## config.mk

```make
export PLATFORM = sky130hd
export DESIGN_NAME = charger_control_register_bank
export DESIGN_NICKNAME = d
export VERILOG_FILES = /design/src/charger_regs_pkg.sv /design/src/charger_control_register_bank.sv
export SDC_FILE = /design/constraint.sdc
export NUM_CORES = 1
export LEC_CHECK = 0
export BUFFER_PORTS_ARGS = -buffer_cell sky130_fd_sc_hd__buf_2
export CAP_MARGIN = 30
export CORE_UTILIZATION = 60
export DETAILED_ROUTE_END_ITERATION = 8
export PLACE_DENSITY = 0.95
export SYNTH_ARGS = -nofsm -noshare
export SYNTH_HDL_FRONTEND = slang
export SYNTH_SLANG_ARGS = --single-unit
```

## constraint.sdc

```tcl
create_clock -name clk_sys -period 3.7 [get_ports clk_sys]
set_clock_uncertainty 0.1 [all_clocks]
set_input_delay 0.185 -clock clk_sys [delete_from_list [all_inputs] [get_ports clk_sys]]
set_output_delay 0.185 -clock clk_sys [all_outputs]
set_load 0.1 [all_outputs]
```

## src/charger_regs_pkg.sv

```systemverilog
/*
  constants shared by the charger control register bank: byte offsets,
  reset values, field positions, cause-bit masks and control state codes.
  assumes: a byte-wide register port with a 4-bit offset.
*/
package charger_regs_pkg;

  // ==========================================================
  // register offsets
  localparam logic [3:0] OFS_STATE_POSITION = 4'h0;
  localparam logic [3:0] OFS_EVENT_CAUSE_FIRST = 4'h1;
  localparam logic [3:0] OFS_EVENT_CAUSE_SECOND = 4'h2;
  localparam logic [3:0] OFS_LIVE_CONDITION_FLAGS = 4'h3;
  localparam logic [3:0] OFS_UNUSED_SLOT = 4'h4;
  localparam logic [3:0] OFS_ACTION_TRIGGER = 4'h5;
  localparam logic [3:0] OFS_EVENT_MASK_FIRST = 4'h6;
  localparam logic [3:0] OFS_EVENT_MASK_SECOND = 4'h7;
  localparam logic [3:0] OFS_SETUP_FIRST = 4'h8;
  localparam logic [3:0] OFS_SETUP_SECOND = 4'h9;
  localparam logic [3:0] OFS_VOUT_CODE_HIGH = 4'hA;
  localparam logic [3:0] OFS_VOUT_CODE_LOW_AND_SETUP = 4'hB;
  localparam logic [3:0] OFS_CURRENT_LIMIT_CODE = 4'hC;
  localparam logic [3:0] OFS_AUX_REGULATOR_CODE = 4'hD;
  localparam logic [3:0] OFS_SETUP_FOURTH = 4'hE;
  localparam logic [3:0] OFS_SETUP_FIFTH = 4'hF;

  // ==========================================================
  // reset values (hard-coded bytes and default factory bytes)
  localparam logic [7:0] RST_ACTION_TRIGGER = 8'h00;
  localparam logic [7:0] RST_EVENT_MASK = 8'h00;
  localparam logic [7:0] RST_SETUP_FIRST = 8'h28;
  localparam logic [7:0] RST_SETUP_SECOND = 8'hF3;
  localparam logic [7:0] RST_VOUT_CODE_HIGH = 8'h32;
  localparam logic [7:0] RST_VOUT_CODE_LOW = 8'h10;
  localparam logic [7:0] RST_CURRENT_LIMIT = 8'hFF;
  localparam logic [7:0] RST_AUX_REGULATOR = 8'h30;
  localparam logic [7:0] RST_SETUP_FOURTH = 8'h23;
  localparam logic [7:0] RST_SETUP_FIFTH = 8'h9E;

  // ==========================================================
  // field positions and implemented-bit masks
  localparam int CMD_MAIN_ENABLE_BIT = 0;
  localparam int CMD_APPLY_VOLTAGE_BIT = 1;
  localparam int SETUP_MASK_ALL_BIT = 5;
  localparam logic [7:0] CAUSE_FIRST_USED = 8'hBD;
  localparam logic [7:0] CAUSE_SECOND_USED = 8'h7F;
  localparam logic [7:0] FLAGS_USED = 8'hFC;
  localparam logic [7:0] AUX_CODE_USED = 8'h3F;

  // ==========================================================
  // control state positions
  typedef enum logic [3:0] {
    ST_NO_POWER, ST_BIAS_START, ST_BIAS_RESET, ST_ADDR_CHECK,
    ST_BIAS_RAMP, ST_FREQ_CHECK, ST_FREQ_LOOP, ST_BIAS_READY,
    ST_MAIN_ENABLING, ST_MAIN_RAMP, ST_MAIN_ON, ST_MAIN_SHUTDOWN,
    ST_MAIN_ERROR
  } control_state_e;

endpackage

```

## src/charger_control_register_bank.sv

```systemverilog
/*
  sixteen-byte control and status register bank of the charger.
  assumes: the serial bus engine outside hands over one byte access at a
  time as a one-cycle read or write strobe with offset and data; the
  analog control logic supplies its state code and live conditions.
*/
`timescale 1ns/1ps
`default_nettype none

module charger_control_register_bank #(
  // factory programmable defaults of bytes 6..F
  parameter logic [7:0] DEF_MASK_FIRST = charger_regs_pkg::RST_EVENT_MASK,
  parameter logic [7:0] DEF_MASK_SECOND = charger_regs_pkg::RST_EVENT_MASK,
  parameter logic [7:0] DEF_SETUP_FIRST = charger_regs_pkg::RST_SETUP_FIRST,
  parameter logic [7:0] DEF_SETUP_SECOND = charger_regs_pkg::RST_SETUP_SECOND,
  parameter logic [7:0] DEF_VOUT_HIGH = charger_regs_pkg::RST_VOUT_CODE_HIGH,
  parameter logic [7:0] DEF_VOUT_LOW = charger_regs_pkg::RST_VOUT_CODE_LOW,
  parameter logic [7:0] DEF_CURRENT_LIMIT_CODE = charger_regs_pkg::RST_CURRENT_LIMIT,
  parameter logic [7:0] DEF_AUX = charger_regs_pkg::RST_AUX_REGULATOR,
  parameter logic [7:0] DEF_SETUP_FOURTH = charger_regs_pkg::RST_SETUP_FOURTH,
  parameter logic [7:0] DEF_SETUP_FIFTH = charger_regs_pkg::RST_SETUP_FIFTH
) (
  input wire logic clk_sys,
  input wire logic reset_n,
  // byte access from the serial bus engine
  input wire logic [3:0] reg_offset,
  input wire logic reg_write,
  input wire logic reg_read,
  input wire logic [7:0] reg_wdata,
  output logic [7:0] reg_rdata,
  // live inputs from the control logic and monitors
  input wire logic [3:0] control_state,
  input wire logic [7:0] cause_first_active,
  input wire logic [7:0] cause_second_active,
  input wire logic [7:0] condition_flags,
  // steering outputs
  output logic event_irq,
  output logic main_enable,
  output logic apply_voltage_code,
  output logic [10:0] output_voltage_code,
  output logic [7:0] current_limit_code,
  output logic [5:0] aux_regulator_voltage,
  output logic [7:0] setup_first,
  output logic [7:0] setup_second,
  output logic [4:0] setup_third,
  output logic [7:0] setup_fourth,
  output logic [7:0] setup_fifth
);

  // ==========================================================
  // helpers
  // clamp anything past the error code; the machine never reports it
  function automatic logic [3:0] legal_state(input logic [3:0] code);
    legal_state = (code > 4'(charger_regs_pkg::ST_MAIN_ERROR)) ?
      4'(charger_regs_pkg::ST_MAIN_ERROR) : code;
  endfunction

  // ==========================================================
  // register state
  logic [3:0] state_position, next_state_position; // sampled code
  logic [7:0] event_cause_first, next_event_cause_first;
  logic [7:0] event_cause_second, next_event_cause_second;
  logic [7:0] live_condition_flags, next_live_condition_flags;
  logic [7:0] event_mask_first, next_event_mask_first;
  logic [7:0] event_mask_second, next_event_mask_second;
  logic [7:0] vout_code_high, next_vout_code_high; // staged code
  logic [7:0] vout_code_low_and_setup, next_vout_code_low_and_setup;
  logic [7:0] next_setup_first, next_setup_second;
  logic [7:0] next_setup_fourth, next_setup_fifth;
  logic [7:0] next_current_limit_code;
  logic [5:0] next_aux_regulator_voltage;
  logic next_main_enable, next_apply_voltage_code, next_event_irq;
  logic [10:0] next_output_voltage_code; // applied code
  logic [7:0] next_reg_rdata;
  logic [7:0] mask_eff_first, mask_eff_second; // masks after mask-all
  logic [7:0] rd_mux; // byte seen by a read this cycle
  logic wr_cmd; // write to the command byte

  // ==========================================================
  // read multiplexer, reserved and unused bits are zero
  always_comb begin
    case (reg_offset)
      charger_regs_pkg::OFS_STATE_POSITION:
        rd_mux = {4'h0, state_position};
      charger_regs_pkg::OFS_EVENT_CAUSE_FIRST: rd_mux = event_cause_first;
      charger_regs_pkg::OFS_EVENT_CAUSE_SECOND: rd_mux = event_cause_second;
      charger_regs_pkg::OFS_LIVE_CONDITION_FLAGS:
        rd_mux = live_condition_flags;
      // apply bit never reads back
      charger_regs_pkg::OFS_ACTION_TRIGGER:
        rd_mux = {7'h00, main_enable};
      charger_regs_pkg::OFS_EVENT_MASK_FIRST: rd_mux = event_mask_first;
      charger_regs_pkg::OFS_EVENT_MASK_SECOND: rd_mux = event_mask_second;
      charger_regs_pkg::OFS_SETUP_FIRST: rd_mux = setup_first;
      charger_regs_pkg::OFS_SETUP_SECOND: rd_mux = setup_second;
      charger_regs_pkg::OFS_VOUT_CODE_HIGH: rd_mux = vout_code_high;
      charger_regs_pkg::OFS_VOUT_CODE_LOW_AND_SETUP:
        rd_mux = vout_code_low_and_setup;
      charger_regs_pkg::OFS_CURRENT_LIMIT_CODE: rd_mux = current_limit_code;
      charger_regs_pkg::OFS_AUX_REGULATOR_CODE:
        rd_mux = {2'b00, aux_regulator_voltage};
      charger_regs_pkg::OFS_SETUP_FOURTH: rd_mux = setup_fourth;
      charger_regs_pkg::OFS_SETUP_FIFTH: rd_mux = setup_fifth;
      default: rd_mux = 8'h00;
    endcase
  end

  // ==========================================================
  // next-value logic for every byte
  always_comb begin
    next_state_position = legal_state(control_state);
    next_live_condition_flags = condition_flags &
      charger_regs_pkg::FLAGS_USED;
    // mask-all overrides both mask bytes internally
    mask_eff_first = event_mask_first |
      {8{setup_first[charger_regs_pkg::SETUP_MASK_ALL_BIT]}};
    mask_eff_second = event_mask_second |
      {8{setup_first[charger_regs_pkg::SETUP_MASK_ALL_BIT]}};
    // a read clears only resolved causes; a new event always wins
    next_event_cause_first = event_cause_first;
    next_event_cause_second = event_cause_second;
    if (reg_read &&
        reg_offset == charger_regs_pkg::OFS_EVENT_CAUSE_FIRST) begin
      next_event_cause_first = event_cause_first &
        cause_first_active;
    end
    if (reg_read &&
        reg_offset == charger_regs_pkg::OFS_EVENT_CAUSE_SECOND) begin
      next_event_cause_second = event_cause_second &
        cause_second_active;
    end
    next_event_cause_first = next_event_cause_first |
      (cause_first_active & charger_regs_pkg::CAUSE_FIRST_USED);
    next_event_cause_second = next_event_cause_second |
      (cause_second_active & charger_regs_pkg::CAUSE_SECOND_USED);
    // masked causes are still recorded but raise nothing
    next_event_irq = |(next_event_cause_first & ~mask_eff_first) |
      |(next_event_cause_second & ~mask_eff_second);
    // writable bytes; offsets 0..4 fall through untouched
    wr_cmd = reg_write && reg_offset == charger_regs_pkg::OFS_ACTION_TRIGGER;
    next_main_enable = main_enable;
    next_apply_voltage_code = 1'b0;
    next_event_mask_first = event_mask_first;
    next_event_mask_second = event_mask_second;
    next_setup_first = setup_first;
    next_setup_second = setup_second;
    next_vout_code_high = vout_code_high;
    next_vout_code_low_and_setup = vout_code_low_and_setup;
    next_current_limit_code = current_limit_code;
    next_aux_regulator_voltage = aux_regulator_voltage;
    next_setup_fourth = setup_fourth;
    next_setup_fifth = setup_fifth;
    if (wr_cmd) begin
      next_main_enable =
        reg_wdata[charger_regs_pkg::CMD_MAIN_ENABLE_BIT];
      next_apply_voltage_code =
        reg_wdata[charger_regs_pkg::CMD_APPLY_VOLTAGE_BIT];
    end
    if (reg_write) begin
      case (reg_offset)
        charger_regs_pkg::OFS_EVENT_MASK_FIRST:
          next_event_mask_first = reg_wdata;
        charger_regs_pkg::OFS_EVENT_MASK_SECOND:
          next_event_mask_second = reg_wdata;
        charger_regs_pkg::OFS_SETUP_FIRST: next_setup_first = reg_wdata;
        charger_regs_pkg::OFS_SETUP_SECOND: next_setup_second = reg_wdata;
        charger_regs_pkg::OFS_VOUT_CODE_HIGH: next_vout_code_high = reg_wdata;
        charger_regs_pkg::OFS_VOUT_CODE_LOW_AND_SETUP:
          next_vout_code_low_and_setup = reg_wdata;
        charger_regs_pkg::OFS_CURRENT_LIMIT_CODE:
          next_current_limit_code = reg_wdata;
        charger_regs_pkg::OFS_AUX_REGULATOR_CODE:
          next_aux_regulator_voltage = reg_wdata[5:0];
        charger_regs_pkg::OFS_SETUP_FOURTH: next_setup_fourth = reg_wdata;
        charger_regs_pkg::OFS_SETUP_FIFTH: next_setup_fifth = reg_wdata;
        default: ;
      endcase
    end
    // staged code only reaches the converter on an apply command
    next_output_voltage_code = output_voltage_code;
    if (wr_cmd && reg_wdata[charger_regs_pkg::CMD_APPLY_VOLTAGE_BIT]) begin
      next_output_voltage_code = {vout_code_high,
        vout_code_low_and_setup[7:5]};
    end
    next_reg_rdata = reg_read ? rd_mux : reg_rdata;
  end

  // ==========================================================
  // registers; bytes 0..5 fixed, 6..F from parameters
  always_ff @(posedge clk_sys or negedge reset_n) begin
    if (!reset_n) begin
      state_position <= 4'h0;
      event_cause_first <= 8'h00;
      event_cause_second <= 8'h00;
      live_condition_flags <= 8'h00;
      main_enable <= charger_regs_pkg::RST_ACTION_TRIGGER[0];
      apply_voltage_code <= 1'b0;
      event_irq <= 1'b0;
      reg_rdata <= 8'h00;
      event_mask_first <= DEF_MASK_FIRST;
      event_mask_second <= DEF_MASK_SECOND;
      setup_first <= DEF_SETUP_FIRST;
      setup_second <= DEF_SETUP_SECOND;
      vout_code_high <= DEF_VOUT_HIGH;
      vout_code_low_and_setup <= DEF_VOUT_LOW;
      output_voltage_code <= {DEF_VOUT_HIGH, DEF_VOUT_LOW[7:5]};
      current_limit_code <= DEF_CURRENT_LIMIT_CODE;
      aux_regulator_voltage <= DEF_AUX[5:0];
      setup_fourth <= DEF_SETUP_FOURTH;
      setup_fifth <= DEF_SETUP_FIFTH;
    end else begin
      state_position <= next_state_position;
      event_cause_first <= next_event_cause_first;
      event_cause_second <= next_event_cause_second;
      live_condition_flags <= next_live_condition_flags;
      main_enable <= next_main_enable;
      apply_voltage_code <= next_apply_voltage_code;
      event_irq <= next_event_irq;
      reg_rdata <= next_reg_rdata;
      event_mask_first <= next_event_mask_first;
      event_mask_second <= next_event_mask_second;
      setup_first <= next_setup_first;
      setup_second <= next_setup_second;
      vout_code_high <= next_vout_code_high;
      vout_code_low_and_setup <= next_vout_code_low_and_setup;
      output_voltage_code <= next_output_voltage_code;
      current_limit_code <= next_current_limit_code;
      aux_regulator_voltage <= next_aux_regulator_voltage;
      setup_fourth <= next_setup_fourth;
      setup_fifth <= next_setup_fifth;
    end
  end

  // low five bits of byte B are configuration
  assign setup_third = vout_code_low_and_setup[4:0];
endmodule

`default_nettype wire

```

[Word level (Yosys, flattened, before mapping)]
Index checks and enable logic that the tools add are counted.
Word-level totals
  bits in registers: 126
  output and inout port bits: 73
Operators by class
  order comparisons: 1
  equal/unequal tests: 14
  muxes and demuxes: 5
  bitwise operators: 11
  reductions and logical operators: 17
Operators by type and width (count)
  case mux 8 bit (15 select lines): 1
  bitwise AND 8 bit: 4
  == test 4 bit, second input constant: 8
  bitwise OR 8 bit: 3
  AND reduction 2 bit: 10
  two-way mux 8 bit: 2
  inverter 8 bit: 2
  OR reduction 8 bit: 2
  == test 4 x 3 -> 1 bit, second input constant: 3
  == test 4 x 2 -> 1 bit, second input constant: 2
  bitwise OR 8 x 7 -> 8 bit: 1
  == test 4 x 1 -> 1 bit, second input constant: 1
  > comparator 4 bit, second input constant: 1
  logical AND 1 bit: 4
  logical NOT 4 bit: 1
  two-way mux 4 bit: 1
  two-way mux 1 bit: 1
  bitwise OR 1 bit: 1

[Depth between registers and ports, before layout]
Gate-level depths: netlist of run 1.
  depth in word-level cells: 7
  gate-level depth with buffers: 8
  mapped depth without buffers: 5

[Least setup slack after synthesis of run 1]
OpenSTA, ideal clock, no wires.
  path type: register to register
  from: register setup_second[3]
  to: register reg_rdata[3]
  library setup time: 0.128 ns
  data arrival time: 1.629 ns
  setup slack: 1.843 ns
  stages on the path, launching flop included: 6
  path buffers: 0
  path through: dfrtp_1 mux4_2 nand2_1 o21ai_1 nor3_1 o2bb2ai_1
On the way
  cells in the longest elaborated chain, start to end: 1
Ends and longest elaborated chain
  from (decl): RTL line charger_control_register_bank.sv:44  | output logic [7:0] setup_second,
  from (signal assigned): RTL line charger_control_register_bank.sv:223  | setup_second <= next_setup_second;
  case mux 8 bit (15 select lines): RTL line charger_control_register_bank.sv:82  | case (reg_offset)
  to (signal assigned): RTL line charger_control_register_bank.sv:219  | reg_rdata <= next_reg_rdata;
  to (decl): RTL line charger_control_register_bank.sv:30  | output logic [7:0] reg_rdata,
No other way between the ends.
A chain may end at the register's enable or synchronous reset.

[Final worst setup path of run 1]
  from: input port reg_offset[2]
  to: register setup_fifth[6]
On the way
  cells in the longest elaborated chain, start to end: 2
Ends and longest elaborated chain
  from (decl): RTL line charger_control_register_bank.sv:26  | input wire logic [3:0] reg_offset,
  == test 4 bit: RTL line charger_control_register_bank.sv:160  | case (reg_offset)
  AND reduction 2 bit (no line)
  to (signal assigned): RTL line charger_control_register_bank.sv:230  | setup_fifth <= next_setup_fifth;
  to (decl): RTL line charger_control_register_bank.sv:47  | output logic [7:0] setup_fifth
No other way between the ends.

==> metrics.md, run 1 <==
| Metric | Value |
|---|---|
| Status | `complete, no violations` |
| Syn_area_per_cell | `12.4 sq um` |
| Remaining global-route overflow | `0` |
| Crit path arrival time | `2490 ps` |
| Final non-filler cell total | `769` |
| Cell chain of the critical path | `buf_2 > and2_1 > nand2_1 > nor2_2 > mux2_2` |
| Routed Antenna Nets | `0` |
| DRC violations left | `0` |
| H-Tree Depth | `4` |
| P per Cell Area | `742 nW/um^2` |
| Worst Path Max Fanout | `42` |
| Syn nets | `between 500 and 600` |
| Drt wl/cell | `23.2 um` |
| Seq cells post-synth | `126` |
| Final Critical Period | `2170 ps` |
| DP Worst Slack | `1090 ps` |
| RSZ-0062 raised after global routing | `false` |
| Worst Setup End Kind | `flop` |
| Post-Syn Instances | `~490` |
| Placer Congestion | `0.975` |
| Total core area | `9770 sq um` |
| Worst Tran Pin Value | `922 ps` |
| Worst setup path class | `input port to flop` |
| Final wirelength | `17.9 mm` |
| CTS tree | `done` |
| # placed instances | `702` |
| Num CTS Buffers | `17` |
| Number of global-route vias before repair | `5015` |
| DR iter-0 viols | `441` |
| First-pass GRT wire length | `~27 mm` |
| Die X | `102 um` |
| Final worst slack | `between 1500 and 2000 ps` |
| Antenna violations before repair | `0` |
| Layout Nets | `667` |
| Die area | `~10000 sq um` |
| Clk Latency, worst-skew pair | `530 ps` |
| Slowest cell on the critical path | `buf_2` |
| # fillers | `between 600 and 700` |
| CP max stage delay | `610 ps` |
| All-Layer GR Usage | `a little over a third` |
| Port Buffers | `114` |
| Largest net degree at the start of global routing | `57` |
| Root buf cell | `clkbuf_8` |
| Vias per std cell | `6.44` |
| Total number of yosys warnings | `0` |
| Area of the multi-input gates | `2580 sq um` |
| Data required, critical path | `4010 ps` |
| Worst slew margin | `38.3%` |
| I/O Pins | `117` |
| Area Growth Syn to Fin | `24.6%` |
| Longest Clk Path Bufs | `2` |
| Starting density of the core | `61.7%` |
| Endpoints failing setup | `0` |
| Layout cells sized above 1 | `roughly 40%` |
| Inserted Diodes | `0` |
| First-pass iteration count of the detailed router | `5` |
| Placement Rows | `36` |
| Final HPWL DP | `between 10 and 15 mm` |
| Main synth FF type | `dfrtp_1` |
| CTS Sinks | `~130` |
| Final hold viol count | `0` |
| Yosys cell types | `64` |
| Sequential cell area | `3190 sq um` |
| Setup Buffers After CTS | `0` |
| Final TNS setup | `0 ps` |
| Startpoint Class | `input port` |
| Static Leak | `3.33 nW` |
| Final worst path period share | `58.7%` |
| Fmax | `461 MHz` |
| EDFF count, synth | `0` |
| Maximum vdd ir drop | `~0.00069 V` |
| Post-Synthesis Cell Area | `6030 sq um` |
| Max cap viols | `0` |
| Reg clk slew, reported paths | `60 ps` |
| Via count | `4950` |
| Die H | `roughly 100 um` |
| Seq/Total Area, Yosys | `52.9%` |
| Ys async rst share | `between 90% and 100%` |
| Final slew viol count | `0` |
| Class of the worst hold path | `input port to flop` |
-- layout make-up --
class	instances	share of cell area, %
well taps	133	2.21
repair buffers	153	12.7
multi-input cells	310	34.4
clock inverters	7	1.20
flip-flops and latches	126	42.5
inverters	15	0.749
clock buffers	25	6.31
-- repair_timing --
action / 4_1_cts / 5_1_grt
hold buffers: 35 / 0
gates resized for setup: 0 / 0
endpoints found under the setup margin: 0 / 0
endpoints found under the hold margin: 126 / 0
-- cells in the final DEF, fill, tap and decap left out, types with 14 or more instances in the layout --
master	n
inv_1	14
buf_2	113
dfrtp_1	93
clkbuf_16	16
dfstp_2	33
nand2_1	22
mux2_2	63
dlygate4sd3_1	35
nor2_1	15
mux2_1	29
-- report_power, final --
part           switching, mW  internal (mW)
clock                  0.586           1.01
combinational           1.65          0.415
sequential             0.226           1.69
total                   2.46           3.12
-- worst max-delay path, delay by kind of cell --
family	cells	cell delay, ps
and+or+nand+nor	3	1260
buffers and inverters	1	610
muxes	1	410
-- per-layer routing --
metal	GRT usage (%)	wire, um	part of all wire (%)
met4	20.1	848	4.7
met2	59.0	8550	48
met5	0	0	0
met3	10.1	1750	9.8
met1	44.8	6700	38
-- synthesized netlist by cell type, types with 5 or more instances --
master / instances / area, sq um
inv_1: 14 / 52.6
nor3_1: 6 / 30.0
nor2_2: 7 / 43.8
nor2b_1: 12 / 75.1
o21ai_1: 8 / 40.0
nor2_1: 15 / 56.3
o21ai_0: 10 / 50.1
a32oi_1: 6 / 52.6
a22o_1: 6 / 52.6
a22oi_1: 6 / 45.0
a32o_1: 5 / 50.1
clkbuf_1: 7 / 26.3
mux2_2: 63 / 709
buf_4: 12 / 90.1
buf_2: 14 / 70.1
a21o_1: 12 / 90.1
o2bb2ai_1: 5 / 43.8
dfrtp_1: 93 / 2330
mux2_1: 29 / 327
nand3b_1: 5 / 37.5
nand2b_1: 8 / 50.1
nand3_1: 10 / 50.1
a21oi_1: 5 / 25.0
dfstp_2: 33 / 867
mux2i_1: 10 / 100
nand2_1: 22 / 82.6
-- metrics by stage --
step / utilization (%) / hold slack (ps) / total power, mW / area (sq um)
CTS: 76.9 / 3.84 / 5.56 / 7520
detailed placement: 67.6 / 174 / 3.94 / 6610
global route: 76.9 / 15.0 / 5.73 / 7520
global placement: 67.6 / 158 / 3.89 / 6610
floorplan: - / -211 / 3.57 / 6030
finish: 76.9 / 22.8 / 5.58 / 7520
-- cell families after synthesis --
logic type             Yosys count  synth area share [%]
multiplexers                   104                  19.6
AND/OR/NAND/NOR                105                  10.0
AO/OA/AOI/OAI                  101                  13.2
buffers and inverters           51                  4.21
flip-flops                     126                  52.9
-- path summary, 6_finish.rpt --
kind | from | to | slack [ps] | depth (start not counted)
min | reg_wdata[1] | event_mask_first[1] | 20 | 2
max reg2reg | event_mask_second[6] | event_irq | 1640 | 5
min reg2reg | output_voltage_code[2] | output_voltage_code[2] | 390 | 1
max in group asynchronous | reset_n | setup_fifth[1] | 2360 | 3
min in group asynchronous | reset_n | setup_fourth[4] | 160 | 2
max | reg_offset[2] | setup_fifth[6] | 1530 | 5
-- flip-flops by register name, summed over array words and instances (netlist names), 4 cells and up --
signal	flops
output_voltage_code	11
current_limit_code	8
event_cause_first	8
event_cause_second	8
event_mask_first	8
event_mask_second	8
reg_rdata	8
setup_fifth	8
setup_first	8
setup_fourth	8
setup_second	8
vout_code_high	8
vout_code_low_and_setup	8
aux_regulator_voltage	6
live_condition_flags	6
state_position	4
Power figures use the tool's default switching activity.
==> run 2, diff against run 1 <==
Settings changed: CORE_UTILIZATION 60 to 55, PLACE_DENSITY 0.95 to 0.89.
Clock period 3.7 ns to 2 ns, I/O delays scaled along.
==> metrics.md, run 2 (synthesis results as in run 1) <==
| Metric | Value |
|---|---|
| Final slew viol count | `0 (unchanged)` |
| Maximum vdd ir drop | `0.000962 V (+39%)` |
| Logic gate share of total power | `36.0% (-1.0 points)` |
| # placed instances | `732 (+4.3%)` |
| Longest Clk Path Bufs | `2 (unchanged)` |
| Class of the worst hold path | `input port to flop` |
| Final hold viol count | `0 (unchanged)` |
| Worst Setup EP | `event_irq` |
| Die area | `11400 sq um (+8.9%)` |
| Wl on met1 | `6.74 mm (+0.49%)` |
| First-pass iteration count of the detailed router | `6 (+1)` |
| RSZ-0062 raised after global routing | `false` |
| Endpoints failing setup | `0 (unchanged)` |
| Startpoint Class | `flop` |
| # fillers | `677 (+12%)` |
| Clk Latency, worst-skew pair | `540 ps (about the same)` |
| Final Critical Period | `1860 ps` |
| Sequential Power Share | `33.2% (-1.2 points)` |
| Largest net degree at the start of global routing | `49 (-14%)` |
| Commonest non-fill, non-tap cell in the layout | `buf_2` |
| P_sw | `4.55 mW (+85%)` |
| Remaining global-route overflow | `0 (unchanged)` |
| Largest register FFs | `11 (unchanged)` |
| Data required, critical path | `2320 ps (-1690 ps)` |
| Final worst path period share | `slightly above 90%` |
| Port Buffers | `114 (unchanged)` |
| Area Growth Syn to Fin | `30.5%` |
| Antenna violations before repair | `0 (unchanged)` |
| Uppermost layer routed | `met4` |
| First-pass GRT wire length | `27.7 mm (+0.68%)` |
| R2r startpoint | `event_mask_second[6]` |
| Final non-filler cell total | `801 (+4.2%)` |
| H-Tree Depth | `4 (unchanged)` |
| Layout cells sized above 1 | `43.6% (+2.7 points)` |
| Placer Congestion | `1.03 (+6.2%)` |
| Metal3 WL | `1.70 mm (-3.3%)` |
| Worst reg2reg endpoint | `event_irq` |
| Final HPWL DP | `12.1 mm (+3.3%)` |
| DR iter-0 viols | `498 (+13%)` |
| Routed Antenna Nets | `0 (unchanged)` |
| Vias per std cell | `6.22 (-3.4%)` |
| Final wirelength | `17.5 mm (-2.1%)` |
| Cell-internal power | `6.11 mW (+96%)` |
| Starting density of the core | `57.7% (-4.1 points)` |
| R2R Setup Slk | `140 ps (-1500 ps)` |
| Worst slew margin | `64.5% (+26 points)` |
| Register with the most flip-flops | `output_voltage_code` |
| Via count | `4981 (+0.63%)` |
| Worst setup path class | `flop to flop` |
| Placement Rows | `37 (+2.8%)` |
| Die X | `107 um (+4.4%)` |
| Worst Setup End Kind | `flop` |
| Routed wl met2 | `8.53 mm (-0.27%)` |
| Cells on worst reg2reg path | `5 (unchanged)` |
| Root buf cell | `clkbuf_8` |
| Static Leak | `3.53 nW (+6.0%)` |
| DRC violations left | `0 (unchanged)` |
| Crit path arrival time | `2180 ps (-310 ps)` |
| Drt wl/cell | `21.8 um (-6.0%)` |
| Worst Setup SP | `event_mask_second[6]` |
| All-Layer GR Usage | `33.1% (-3.5 points)` |
| Number of global-route vias before repair | `5040 (+0.50%)` |
| Worst Path Max Fanout | `4 (-90%)` |
| Max cap viols | `0 (unchanged)` |
| CTS tree | `done` |
| Clk pwr share | `30.8% (+2.2 points)` |
| CTS Sinks | `126 (unchanged)` |
| Most frequent cells in the layout | `buf_2, dfrtp_1, mux2_2, dlygate4sd3_1, dfstp_2` |
| Die H | `107 um (+4.4%)` |
| Num CTS Buffers | `17 (unchanged)` |
| Reg clk slew, reported paths | `60 ps (about the same)` |
| I/O Pins | `117 (unchanged)` |
| Layout Nets | `696 (+4.3%)` |
| Status | `complete, no violations` |
| Total core area | `10500 sq um (+7.0%)` |
| Inserted Diodes | `0 (unchanged)` |
| Sw frac | `42.7% (-1.5 points)` |
| Final TNS setup | `0 ps (unchanged)` |
| P per Cell Area | `1350 nW/um^2 (+83%)` |
| Setup Buffers After CTS | `0 (unchanged)` |
| Worst Tran Pin Value | `531 ps (-391 ps)` |
| Fmax | `538 MHz` |
-- run 2: cell count changes in the layout (fill, tap and decap cells not counted), sizes merged --
| cell | previous run | this run |
|---|---|---|
| dlygate4sd3 | 35 | 36 |
| clkinv | 4 | 6 |
| buf | 118 | 146 |
| bufinv | 2 | 5 |
| clkinvlp | 2 | 1 |
| clkbuf | 25 | 21 |
-- run 2: per-stage QoR --
step	total power, mW	hold WS (ps)	utilization [%]	cell area [sq um]	setup WS, ps
after floorplan	6.60	-296	-	6030	143
after global placement	7.23	-18.8	65.6	6860	151
after detailed placement	7.32	-5.34	65.6	6860	50.9
after CTS	10.7	12.4	75.2	7870	66.9
after global routing	11.0	35.6	75.2	7870	46.0
final	10.7	30.0	75.2	7870	140
-- run 2: power groups by stage --
stage | registers (mW) | clock network, mW | logic (mW)
2_1_floorplan | 5.64 | 0 | 0.955
4_1_cts | 3.53 | 3.30 | 3.84
6_report | 3.54 | 3.28 | 3.84
3_5_place_dp | 3.57 | 0 | 3.76
5_1_grt | 3.59 | 3.42 | 3.98
3_3_place_gp | 3.53 | 0 | 3.70
-- run 2: final cells by class --
class                      count  area [sq um]  area share [%]
timing repair buffer         182          1240            15.7
clock buffer                  21           439            5.58
inverter                      15          56.3           0.715
sequential                   126          3190            40.6
tap                          136           170            2.16
clock inverter                11           190            2.42
multi-input combinational    310          2590            32.9
-- run 2: what timing repair did --
action	in CTS	in global routing
setup endpoints to repair	0	1
resized for setup	0	1
hold buffers	37	0
hold endpoints to repair	209	0
-- run 2: how the worst min path moves through the flow --
stage              start               endpoint  slack (ps)  depth (start not counted)
3_3_place_gp     reset_n  event_cause_second[7]         -20                          1
4_1_cts        reg_write    event_mask_first[2]          10                          3
5_1_grt        reg_write    event_mask_first[0]          40                          3
3_5_place_dp     reset_n  event_cause_second[7]          -5                          1
2_1_floorplan    reset_n     apply_voltage_code        -300                          0
6_report       reg_write    event_mask_first[2]          30                          3
-- run 2: metal layers --
| metal | global-route usage [%] | up-vias |
|---|---|---|
| met5 | 0 | - |
| met3 | 9.85 | 53 |
| met1 | 41.7 | 2485 |
| met4 | 13.1 | 0 |
| li1 | - | 2138 |
| met2 | 53.7 | 305 |
-- run 2: worst max-delay path: stages (launching register included) --
cell,delay (ps)
dfrtp_1,400
nor2b_1,90
a2111o_1,390
a2111oi_1,430
o2111a_1,260
a21oi_1,70
==> run 3, diff against run 2 <==
Settings changed: GPL_TIMING_DRIVEN set to 0.
==> metrics.md, run 3 (synthesis results as in run 1) <==
| Metric | Value |
|---|---|
| Routed Antenna Nets | `0 (unchanged)` |
| Die X | `107 um (unchanged)` |
| Worst Tran Pin Value | `689 ps (+158 ps)` |
| Final Critical Period | `1940 ps (+79.7 ps)` |
| I/O Pins | `117 (unchanged)` |
| Final HPWL DP | `13.0 mm (+6.9%)` |
| Root buf cell | `clkbuf_8` |
| Class of the worst hold path | `input port to async pin` |
| DRC violations left | `0 (unchanged)` |
| Final hold viol count | `0 (unchanged)` |
| Antenna violations before repair | `0 (unchanged)` |
| P per Cell Area | `1380 nW/um^2 (+2.0%)` |
| Max cap viols | `0 (unchanged)` |
| Setup Buffers After CTS | `0 (unchanged)` |
| Maximum vdd ir drop | `0.000942 V (-2.2%)` |
| Sw frac | `42.8% (+0.083 points)` |
| DR iter-0 viols | `559 (+12%)` |
| Remaining global-route overflow | `0 (unchanged)` |
| All-Layer GR Usage | `35.6% (+2.4 points)` |
| Static Leak | `3.48 nW (-1.4%)` |
| H-Tree Depth | `4 (unchanged)` |
| Worst slew margin | `53.9% (-11 points)` |
| Reg clk slew, reported paths | `60 ps (about the same)` |
| Drt wl/cell | `24.0 um (+10%)` |
| Layout Nets | `702 (+0.86%)` |
| CTS tree | `done` |
| Vias per std cell | `6.37 (+2.5%)` |
| First-pass iteration count of the detailed router | `5 (-1)` |
| Starting density of the core | `57.7% (unchanged)` |
| Cell-internal power | `6.23 mW (+1.9%)` |
| Via count | `5143 (+3.3%)` |
| Clk pwr share | `31.6% (+0.8 points)` |
| Logic gate share of total power | `35.8% (-0.2 points)` |
| # placed instances | `731 (-0.14%)` |
| Power, Total | `10.9 mW (+2.0%)` |
| Startpoint Class | `flop` |
| Most frequent cells in the layout | `buf_2, dfrtp_1, mux2_2, dlygate4sd3_1, dfstp_2` |
| Sequential Power Share | `32.6% (-0.6 points)` |
| Largest register FFs | `11 (unchanged)` |
| Crit path arrival time | `2250 ps (+70 ps)` |
| Layout cells sized above 1 | `41.9% (-1.7 points)` |
| First-pass GRT wire length | `29.6 mm (+7.1%)` |
| Final worst path period share | `97.0% (+4.0 points)` |
| Port Buffers | `107 (-6.1%)` |
| Num CTS Buffers | `17 (unchanged)` |
| Final wirelength | `19.4 mm (+11%)` |
| Total core area | `10500 sq um (unchanged)` |
| Endpoints failing setup | `0 (unchanged)` |
| Final non-filler cell total | `807 (+0.75%)` |
| Worst Path Max Fanout | `4 (unchanged)` |
| Clk Latency, worst-skew pair | `530 ps (about the same)` |
| Worst Setup End Kind | `flop` |
| Fmax | `516 MHz (-4.1%)` |
| P_sw | `4.65 mW (+2.2%)` |
| Area Growth Syn to Fin | `30.5% (about the same)` |
| Final slew viol count | `0 (unchanged)` |
| Status | `complete, no violations` |
| Largest net degree at the start of global routing | `65 (+33%)` |
| Register with the most flip-flops | `output_voltage_code` |
| Commonest non-fill, non-tap cell in the layout | `buf_2` |
| CTS Sinks | `126 (unchanged)` |
| Worst setup path class | `flop to flop` |
| Data required, critical path | `2310 ps (about the same)` |
| Die H | `107 um (unchanged)` |
| Inserted Diodes | `0 (unchanged)` |
| RSZ-0062 raised after global routing | `false` |
| Placer Congestion | `0.930 (-10%)` |
| Longest Clk Path Bufs | `2 (unchanged)` |
| Number of global-route vias before repair | `5213 (+3.4%)` |
| Die area | `11400 sq um (unchanged)` |
| Placement Rows | `37 (unchanged)` |
-- run 3: changes by cell type in the layout (fill, tap and decap cells not counted), moves of 2 or more --
| cell | before | now |
|---|---|---|
| buf_4 | 28 | 12 |
| dlygate4sd3_1 | 36 | 44 |
| buf_2 | 113 | 120 |
| buf_12 | 5 | 0 |
| clkbuf_1 | 3 | 8 |
| buf_1 | 0 | 3 |
| clkbuf_8 | 2 | 5 |
| clkinv_4 | 2 | 0 |
| clkinvlp_4 | 1 | 3 |
-- run 3: final cells by class --
cell class	instances	area, sq um
Clock inverter	10	183
Clock buffer	22	473
Fill cell	684	2590
Sequential cell	126	3190
Tap cell	136	170
Buffer	36	198
Inverter	15	56.3
Timing Repair Buffer	152	1010
Multi-Input combinational cell	310	2590
-- run 3: critical path, cell delays in order, from the launching register on --
cell,delay (ps)
dfrtp_1,410
nor2b_1,110
a2111o_1,430
a2111oi_2,420
o2111a_1,280
a21oi_1,70
-- run 3: worst paths after layout --
| path | from | slack (ps) | depth (start not counted) | to |
|---|---|---|---|---|
| min in group clk_sys | reg_wdata[2] | 40 | 2 | current_limit_code[2] |
| setup / recovery | event_mask_second[6] | 60 | 5 | event_irq |
| hold reg to reg | output_voltage_code[9] | 380 | 1 | output_voltage_code[9] |
| max in group asynchronous | reset_n | 1030 | 3 | setup_first[3] |
| hold / removal | reset_n | 20 | 2 | setup_fourth[6] |
| setup reg to reg | event_mask_second[6] | 60 | 5 | event_irq |
-- run 3: power by group through the flow --
| stage | clock, mW | combinational, mW | sequential (mW) |
|---|---|---|---|
| finish | 3.44 | 3.89 | 3.54 |
| global route | 3.57 | 4.01 | 3.59 |
| CTS | 3.44 | 3.87 | 3.53 |
| detailed placement | 0 | 3.79 | 3.57 |
| global placement | 0 | 3.75 | 3.54 |
| floorplan | 0 | 0.955 | 5.64 |
-- run 3: through the flow --
| step | utilization [%] | area, sq um | setup TNS, ps | hold WS, ps | worst slack (ps) |
|---|---|---|---|---|---|
| floorplan | - | 6030 | 0 | -296 | 143 |
| detailed placement | 64.7 | 6770 | -4.03 | 21.2 | -4.03 |
| CTS | 75.2 | 7870 | 0 | 34.8 | 24.5 |
| finish | 75.3 | 7880 | 0 | 23.2 | 60.6 |
| global placement | 64.4 | 6740 | -65930 | 108 | -697 |
| global route | 75.3 | 7880 | 0 | 66.4 | 27.4 |
-- run 3: timing repair --
action | in CTS | in global routing
setup endpoints to repair | 1 | 1
hold endpoints to repair | 178 | 0
hold buffers | 44 | 0
gates resized for setup | 1 | 1
-- run 3: routing by layer --
layer,GRT usage [%],up-vias,routed length (um)
met5,0,-,0
met4,17.9,0,801
met3,6.08,70,1620
met2,57.2,355,9400
met1,46.6,2575,7590
li1,-,2143,-
